File: config.mk
export PLATFORM = sky130hd
export DESIGN_NAME = sldr_strap_loader
export DESIGN_NICKNAME = d
export VERILOG_FILES = /design/src/hw/sldr_pkg.sv /design/src/hw/sldr_strap_loader.sv
export SDC_FILE = /design/constraint.sdc
export NUM_CORES = 1
export LEC_CHECK = 0
export BUFFER_PORTS_ARGS = -buffer_cell sky130_fd_sc_hd__buf_2
export CORE_UTILIZATION = 35
export CTS_CLUSTER_DIAMETER = 40
export DETAILED_ROUTE_END_ITERATION = 10
export PLACE_DENSITY = 0.64
export RECOVER_POWER = 100
export SETUP_SLACK_MARGIN = 0.15
export SLEW_MARGIN = 20
export SYNTH_ARGS = -nofsm -noshare
export SYNTH_HDL_FRONTEND = slang
export SYNTH_SLANG_ARGS = --single-unit
File: constraint.sdc
create_clock -name i_clock -period 2.7 [get_ports i_clock]
set_input_delay 0.27 -clock i_clock [delete_from_list [all_inputs] [get_ports i_clock]]
set_output_delay 0.27 -clock i_clock [all_outputs]
set_load 0.01 [all_outputs]
File: src/hw/sldr_pkg.sv
// constants, types and field layout of the strap default loader
// ============================================================
// Operation
// - at reset, crossover select strap becomes every port's crossover select default
// - after reset, strap-loaded bits stay readable and writable; writes override defaults
// - auto-crossover enable active means the crossover select level is ignored
// - auto-crossover off forces all ports: high selects crossover, low straight-through
// - shared receive-error output is three-stated during reset so the strap is sampled
// - at reset, three global configuration straps load every port's global config default
// - in pin-controlled operation, all ports take options from the global config straps
// - auto-crossover enable strap defaults every port's auto-crossover bit
package sldr_pkg;

  // ============================================================
  // sizes
  localparam int NUM_PORTS  = 8;
  localparam int ADDR_WIDTH = 8;
  localparam int DATA_WIDTH = 32;
  localparam int CFG_WIDTH  = 3;

  // ============================================================
  // register map (byte addresses)
  localparam logic [7:0] SLDR_STATUS_OFS    = 8'h00;
  localparam logic [7:0] SLDR_PORT_BASE_OFS = 8'h10;
  localparam logic [7:0] SLDR_PORT_STRIDE   = 8'h04;

  // ============================================================
  // field positions
  localparam int SLDR_XOVER_SEL_BIT = 0;
  localparam int SLDR_AUTO_XOVER_BIT = 1;
  localparam int SLDR_CFG_LSB       = 2;
  localparam int SLDR_FIELD_WIDTH   = 5;
  localparam int SLDR_DONE_BIT      = 8;

  // ============================================================
  // types
  typedef enum logic [0:0] {
    SLDR_LOAD,
    SLDR_RUN
  } sldr_phase_e;

  // per-port strap-defaulted bits; also the layout of the strap holding flops
  typedef struct packed {
    logic [CFG_WIDTH-1:0] cfg;
    logic                 auto_xover;
    logic                 xover_sel;
  } sldr_port_s;

  localparam sldr_port_s SLDR_PORT_RESET = '0;

endpackage : sldr_pkg

File: src/hw/sldr_strap_loader.sv
// strap sampling, per-port default registers and avalon-mm slave
//
// The implementer's own choices: the Avalon-MM register port and the register addresses.
`timescale 1ns/100ps
module sldr_strap_loader
  import sldr_pkg::*;
#(
  parameter int P = NUM_PORTS
)
(
  // clock and reset
  input  wire logic                        i_clock,
  input  wire logic                        i_resetn,
  // strap pins
  input  wire logic                        i_xover_sel_pin,
  input  wire logic                        i_auto_crossover_enable_strap,
  input  wire logic [CFG_WIDTH-1:0]        i_global_cfg_strap,
  input  wire logic                        i_hw_control_mode,
  // shared pin output side (receive error of port 0)
  input  wire logic                        i_rx_error0,
  output logic                             o_xover_pin_out,
  output logic                             o_xover_pin_oe,
  // per-port effective settings
  output logic [P-1:0]                     o_auto_xover_on,
  output logic [P-1:0]                     o_force_xover,
  output logic [P-1:0][CFG_WIDTH-1:0]      o_port_cfg,
  // avalon-mm slave
  input  wire logic [ADDR_WIDTH-1:0]       i_avs_address,
  input  wire logic                        i_avs_read,
  input  wire logic                        i_avs_write,
  input  wire logic [DATA_WIDTH-1:0]       i_avs_writedata,
  input  wire logic [3:0]                  i_avs_byteenable,
  output logic [DATA_WIDTH-1:0]            o_avs_readdata,
  output logic                             o_avs_waitrequest
);

  // ============================================================
  // state
  typedef struct packed {
    sldr_phase_e                      phase;
    logic                             ack;
    logic [DATA_WIDTH-1:0]            rdata;
    logic                             rx_error;
    sldr_port_s                       strap;
    sldr_port_s [P-1:0]               port;
    logic [P-1:0]                     auto_on;
    logic [P-1:0]                     force_xover;
    logic [P-1:0][CFG_WIDTH-1:0]      cfg;
  } sldr_state_s;

  sldr_state_s state_q;
  sldr_state_s state_d;

  logic bus_req;

  assign bus_req = i_avs_read | i_avs_write;

  // ============================================================
  // next state
  always_comb
  begin
    logic [DATA_WIDTH-1:0] rd_mux;
    rd_mux = '0;
    state_d = state_q;
    state_d.ack = 1'b0;
    state_d.rx_error = i_rx_error0;
    if (i_avs_address == SLDR_STATUS_OFS)
    begin
      rd_mux[SLDR_FIELD_WIDTH-1:0] = state_q.strap;
      rd_mux[SLDR_DONE_BIT] = (state_q.phase == SLDR_RUN);
    end
    for (int p = 0; p < P; p++)
    begin
      if (i_avs_address == SLDR_PORT_BASE_OFS + 8'(p) * SLDR_PORT_STRIDE)
      begin
        rd_mux[SLDR_FIELD_WIDTH-1:0] = state_q.port[p];
      end
    end
    unique case (state_q.phase)
      SLDR_LOAD:
      begin
        // every port defaults from the held strap levels
        for (int p = 0; p < P; p++)
        begin
          state_d.port[p] = state_q.strap;
          state_d.port[p].auto_xover = state_q.strap.auto_xover;
          state_d.port[p].cfg = state_q.strap.cfg;
        end
        state_d.phase = SLDR_RUN;
      end
      SLDR_RUN:
      begin
        if (bus_req && !state_q.ack)
        begin
          state_d.ack = 1'b1;
          // read data only changes on a read, writes leave it standing
          if (i_avs_read)
          begin
            state_d.rdata = rd_mux;
          end
        end
        else if (state_q.ack && i_avs_write && i_avs_byteenable[0])
        begin
          for (int p = 0; p < P; p++)
          begin
            if (i_avs_address == SLDR_PORT_BASE_OFS + 8'(p) * SLDR_PORT_STRIDE)
            begin
              state_d.port[p] = sldr_port_s'(i_avs_writedata[SLDR_FIELD_WIDTH-1:0]);
            end
          end
        end
      end
    endcase
    for (int p = 0; p < P; p++)
    begin
      state_d.auto_on[p] = state_q.port[p].auto_xover;
      // forced mode only when auto-crossover is off
      state_d.force_xover[p] = !state_q.port[p].auto_xover && state_q.port[p].xover_sel;
      state_d.cfg[p] = i_hw_control_mode ? state_q.strap.cfg : state_q.port[p].cfg;
    end
    if (!i_resetn)
    begin
      state_d = '0;
      state_d.phase = SLDR_LOAD;
      // holding flops track the pins while reset is low and freeze at release
      state_d.strap.xover_sel = i_xover_sel_pin;
      state_d.strap.auto_xover = i_auto_crossover_enable_strap;
      state_d.strap.cfg = i_global_cfg_strap;
    end
  end

  always_ff @(posedge i_clock)
  begin
    state_q <= state_d;
  end

  // ============================================================
  // outputs
  // pin released only once the strap is safely held
  assign o_xover_pin_oe    = i_resetn && (state_q.phase == SLDR_RUN);
  assign o_xover_pin_out   = state_q.rx_error;
  assign o_auto_xover_on   = state_q.auto_on;
  assign o_force_xover     = state_q.force_xover;
  assign o_port_cfg        = state_q.cfg;
  assign o_avs_readdata    = state_q.rdata;
  assign o_avs_waitrequest = (state_q.phase == SLDR_LOAD) || !state_q.ack;

  // ============================================================
  // per-port checks, every port and not only the end ones
  for (genvar g = 0; g < P; g++)
  begin : g_port_chk
    localparam logic [7:0] OWN_OFS = SLDR_PORT_BASE_OFS + 8'(g) * SLDR_PORT_STRIDE;

  end
endmodule : sldr_strap_loader

==> results of run 1 <==
state kept, by name (all words and copies together), names as in the netlist:
signal and flops:
o_xover_pin_out 1, state_q 47, o_port_cfg 24, o_auto_xover_on 8, o_force_xover 8, o_avs_readdata 6
through the flow:
stage	instances	util	setup WS, ns	cell area [um2]
final	664	0.385	0.600	4640
after global routing	664	0.385	0.406	4640
after CTS	664	0.394	0.854	4750
after global placement	648	0.365	0.622	4410
after detailed placement	648	0.365	0.582	4410
after floorplan	497	-	1.07	4440
power by group:
group,switching [mW],leakage (nW),internal (mW)
combinational,0.227,0.799,0.116
sequential,0.0627,0.784,1.49
clock,0.532,0.164,0.894
path summary, 6_finish.rpt:
| check | startpoint | endpoint | slack, ns | cells past startpoint |
|---|---|---|---|---|
| worst min-delay path | i_xover_sel_pin | state_q[80]$_DFFE_PN_ | 0.1 | 1 |
| worst max-delay path | i_avs_address[3] | state_q[50]$_SDFFE_PN0P_ | 0.60 | 6 |
| worst min register to register | state_q[61]$_SDFFE_PN0P_ | o_force_xover[4]$_SDFF_PN0_ | 0.48 | 1 |
| worst max register to register | state_q[119]$_DFF_P_ | state_q[65]$_SDFFE_PN0P_ | 0.62 | 4 |
kinds of logic (layout without fill, tap and decap cells):
logic type	count (synthesis)	in the layout	share of synthesized area
compound gates	118	118	0.191
buf+inv	104	103	0.155
flops	94	94	0.445
mux	15	15	0.0348
other cells	1	26	0.000863
simple gates	140	140	0.173
routing by layer:
metal / share of wire / GRT usage / vias up
li1: - / - / 1594
met1: 0.46 / 0.222 / 1541
met2: 0.46 / 0.268 / 116
met3: 0.068 / 0.0542 / 9
met4: 0.011 / 0.0570 / 0
met5: 0 / 0 / -
cells in the mapped netlist, types with 2 or more instances:
cell,instances
nor3b_1,7
a311oi_1,2
nor2b_1,2
and3_1,3
o31ai_1,5
nand3_2,2
buf_4,72
o211ai_1,3
a22oi_1,2
o221ai_1,3
mux2i_1,14
a31oi_1,3
o21ai_2,3
buf_1,2
a21oi_1,39
inv_1,9
nand2_1,18
a22o_1,2
dfxtp_1,89
o31ai_4,3
buf_2,5
clkbuf_1,14
nand2b_1,27
nand3_1,8
and2_1,7
edfxtp_1,5
a211oi_1,33
nor2_1,53
o21ai_0,14
cell type report:
cell class              instances  share of cell area
clock inverters                 4              0.0164
repair buffers                 77              0.0701
multi-input cells             299               0.386
inverters                      10             0.00808
clock buffers                  12              0.0577
well taps                     168              0.0453
flip-flops and latches         94               0.416
cells in the final DEF (no fill, tap or decap), types with 5 or more instances in the layout:
cell type	n
o21ai_0	14
nand2b_1	27
and2_1	5
a211oi_1	33
nor2_1	53
a21oi_1	39
clkbuf_16	10
nand2_1	18
conb_1	26
buf_2	22
dfxtp_1	89
clkbuf_1	53
nor3b_1	7
edfxtp_1	5
o31ai_1	5
nand3_1	8
inv_1	9
mux2i_1	14
==> results.yml, run 1 <==
setup_path:
  crit_chain: "clkbuf_2 -> nor2b_1 -> nand2b_1 -> o21ai_1 -> nor2_1 -> a211oi_1"
  worst_path_slowest_cell: "o21ai_1"
  crit_buf_inv: 1
  cp-start-kind: "primary input"
  critical_path.endpoint_type: "flip-flop"
  cp_top_family: "compound AO/OA/AOI/OAI gates"
  critical_path_class: "in -> reg"
  cp_max_fo: 28
  max_stage_delay_ns: 0.72
  critPathArrivalTime_ns: 2.35
  required_time_at_the_worst_slack_endpoint_ns: 2.95
yosys:
  synth_area_um2: 4350
  yosys.cell_types.count: 52
  synth_seq_area_share: 0.445
  synth_top_cell_area_share: 0.410
  post-synth-top-area-cell: "dfxtp_1"
  synth-warning-count: 0
  post_synth_main_area_contributors: "dfxtp_1 (41%), buf_4 (12%), a211oi_1 (5.7%)"
  post_synth.cell_area_avg_um2: 9.21
  post_synth_inst_count: 472
  number_of_enable_type_register_cells_in_the_synthesized_netlist: 5
  ys_seq_elements: 94
  async_flop_share: 0
  yosys_most_used_dff: "dfxtp_1"
power:
  static-leakage-power_nw: 1.75
  ir_worst_vdd_uv: 291
  power.density_cell_area_nw_per_um2: 716
  total_power_mw: 3.32
global_route:
  grt_pass1_wl_um: 16700
  first_global_vias: 3233
  global_route.overflow_total: 0
  grt_antenna_before_repair: 0
  pin_count_of_the_biggest_net_entering_global_routing: 38
  gr_usage_total: 0.171
sta:
  finalSetupTns_ns: 0
  worst_pin_slew_ns: 1.12
  finalCritPeriodShare: 0.778
  setup_repair_after_global_routing_missed_its_margin: "false"
  timing.slew.headroom: 0.255
  report.final.hold_viol_count: 0
  maxClockFrequency_ghz: 0.476
  fin_worst_skew_ns: 0.00831
  final_max_slew_viol_count: 0
  report.final.setup_viol: 0
  hold_ws_ns: 0.0958
  post-route-min-period_ns: 2.10
die:
  num_rows: 40
  io_pins: 130
  die-area_um2: 12900
  start_util: 0.360
  placeableCoreArea_um2: 12100
  floorplan.die.width_um: 113
  die_boundary_height_um: 113
detailed_routing:
  detail_route.vias_per_cell: 4.91
  routed-via-count: 3260
  drt-total-wl_um: 10500
  drtIter0Drc: 221
  wl_per_cell_um: 15.8
  detail_route.drc_violations: 0
  postRouteAntennaNets: 0
  detail_route.first_pass.iterations: 4
cts:
  worstSkewPairLatency_ns: 0.35
  ctsLongestPathBuffers: 2
  cts_made_buffers: 9
  count_of_hold_fix_buffers_inserted_at_cts: 0
  cts_max_level: 3
  cts_tree: "done"
  ctsRootBufferMaster: "clkbuf_16"
  clock_sinks: 94
  cts.reportedPaths.clkPinSlew_ns: 0.06
  cts_resizes: 0
  cts_setup_buffers: 0
final_layout:
  multi_input_area_um2: 1790
  fin_nets: 546
  area.sequential_um2: 1930
  fraction_of_layout_cells_with_a_size_suffix_above_1: 0.111
  n_antenna_cell: 0
  num-fill-cells: 1274
  area_growth_syn_to_layout_pct: 6.85
status:
  status: "finished, final reports clean"
placement:
  post-dp-hpwl_um: 7500
  finalWeightedCongestion: 0.883
  io_buffer_count: 73
worst_hold_path:
  worst_hold_path_type: "in -> reg"
flow_run:
  maxCapViolCount: 0
Power figures use the tool's default switching activity.
==> inputs of run 2 (changes only) <==
==> constraint.sdc (replaced) <==
create_clock -name i_clock -period 2.2 [get_ports i_clock]
set_input_delay 0.22 -clock i_clock [delete_from_list [all_inputs] [get_ports i_clock]]
set_output_delay 0.22 -clock i_clock [all_outputs]
set_load 0.01 [all_outputs]
==> results.yml, run 2 (same netlist as run 1, synthesis figures left out) <==
status:
  status: "finished, final reports clean"
final_layout:
  layout.core_utilization: 0.392
  regMostFlops: "state_q"
  fin_area_um2: 4730
  final-instance-count-excl-fill: 669
  num-fill-cells: 1249
  area_growth_syn_to_layout_pct: 8.75
  most_frequent_cells_in_the_layout: "dfxtp_1 (89), nor2_1 (53), clkbuf_1 (53)"
  fraction_of_layout_cells_with_a_size_suffix_above_1: 0.120
  n_antenna_cell: 0
  fin_nets: 551
  largest_register_ff_count: 47
  most_frequent_standard_cell_in_the_layout_excluding_fill_and_tap_cells: "dfxtp_1"
sta:
  report.final.setup_viol: 0
  timing.slew.headroom: 0.304
  finalCritPeriodShare: 0.885
  worst_pin_slew_ns: 1.04
  setup_repair_after_global_routing_missed_its_margin: "false"
  fin_worst_skew_ns: 0.00506
  report.final.hold_viol_count: 0
  maxClockFrequency_ghz: 0.514
  post-route-min-period_ns: 1.95
  final_max_slew_viol_count: 0
  finalSetupTns_ns: 0
worst_hold_path:
  worst_hold_path_type: "in -> reg"
cts:
  cts_max_level: 3
  ctsRootBufferMaster: "clkbuf_16"
  cts_made_buffers: 9
  clock_sinks: 94
  cts.reportedPaths.clkPinSlew_ns: 0.06
  worstSkewPairLatency_ns: 0.34
  ctsLongestPathBuffers: 2
  cts_setup_buffers: 0
  cts_tree: "done"
detailed_routing:
  detail_route.first_pass.iterations: 4
  wl_per_cell_um: 15.1
  detail_route.drc_violations: 0
  postRouteAntennaNets: 0
  detail_route.vias_per_cell: 4.86
  drt-total-wl_um: 10100
  drtIter0Drc: 184
  routed-via-count: 3248
power:
  power.density_cell_area_nw_per_um2: 868
  switchingPower_mw: 0.984
  pwr-share-seq: 0.464
  switching_share: 0.240
  clkPwrFrac: 0.430
  ir_worst_vdd_uv: 410
  p_int_mw: 3.12
  combPwrFrac: 0.106
  static-leakage-power_nw: 1.79
flow_run:
  maxCapViolCount: 0
placement:
  io_buffer_count: 73
  cell_area_reported_after_detailed_placement_um2: 4460
  post-dp-hpwl_um: 7350
  numPlacedInstances: 653
  finalWeightedCongestion: 0.921
setup_path:
  max_stage_delay_ns: 0.50
  worst_path_slowest_cell: "clkbuf_1"
  required_time_at_the_worst_slack_endpoint_ns: 2.47
  critical_path.endpoint_type: "flip-flop"
  crit_chain: "clkbuf_1 -> and3b_1 -> nand2_1 -> a311o_1 -> o21ai_0"
  crit_buf_inv: 1
  critPathArrivalTime_ns: 2.21
  cp_max_fo: 9
  critical_path_class: "reg -> reg"
  cp_top_family: "compound AO/OA/AOI/OAI gates"
  cp-start-kind: "flip-flop"
die:
  die_boundary_height_um: 113
  die-area_um2: 12900
  placeableCoreArea_um2: 12100
  floorplan.die.width_um: 113
  start_util: 0.360
  io_pins: 130
  num_rows: 40
global_route:
  pin_count_of_the_biggest_net_entering_global_routing: 77
  gr_usage_total: 0.165
  grt_antenna_before_repair: 0
  global_route.overflow_total: 0
  first_global_vias: 3185
  grt_pass1_wl_um: 16500
run 2: cell types whose count changed in the layout (fill, tap and decap cells not counted), moves of 2 or more:
cell / previous run / this run
o31ai_4: 1 / 3
clkinv_2: 0 / 2
o31ai_2: 2 / 0
buf_4: 2 / 6
run 2: final timing paths:
check | depth (start not counted) | to | startpoint | slack [ns]
max reg2reg | 5 | o_avs_readdata[0]$_SDFFE_PN0P_ | state_q[119]$_DFF_P_ | 0.25
max | 5 | o_avs_readdata[0]$_SDFFE_PN0P_ | state_q[119]$_DFF_P_ | 0.25
min | 1 | state_q[80]$_DFFE_PN_ | i_xover_sel_pin | 0.06
min reg2reg | 1 | o_force_xover[5]$_SDFF_PN0_ | state_q[66]$_SDFFE_PN0P_ | 0.46
run 2: timing repair:
action                                  in CTS  in global routing
endpoints found under the setup margin       0                  1
gates resized for setup                      0                  1
hold buffers                                 0                  0
run 2: power by group through the flow:
stage	combinational [mW]	clock (mW)	sequential, mW
finish	0.435	1.77	1.90
detailed placement	0.451	0	1.94
global placement	0.443	0	1.94
global route	0.485	1.89	1.91
CTS	0.453	1.80	1.90
floorplan	0.389	0	1.91
run 2: metal layers:
layer,vias to the layer above,part of all wire,GRT usage
met4,0,0.013,0.0509
met3,15,0.072,0.0499
met1,1513,0.45,0.221
li1,1604,-,-
met2,116,0.46,0.254
met5,-,0,0
run 2: layout make-up:
class | instances | area (um2) | area share
flip-flops and latches | 94 | 1930 | 0.409
multi-input cells | 299 | 1840 | 0.389
repair buffers | 82 | 362 | 0.0765
clock buffers | 10 | 239 | 0.0506
well taps | 168 | 210 | 0.0445
clock inverters | 6 | 109 | 0.0230
inverters | 10 | 37.5 | 0.00794
run 2: through the flow:
stage / hold WS [ns] / total power, mW / setup slack, ns
CTS: 0.0459 / 4.16 / 0.313
finish: 0.0570 / 4.10 / 0.253
global route: 0.0416 / 4.28 / 0.0913
global placement: 0.399 / 2.38 / 0.299
floorplan: 0.248 / 2.30 / 0.618
detailed placement: 0.398 / 2.39 / 0.242
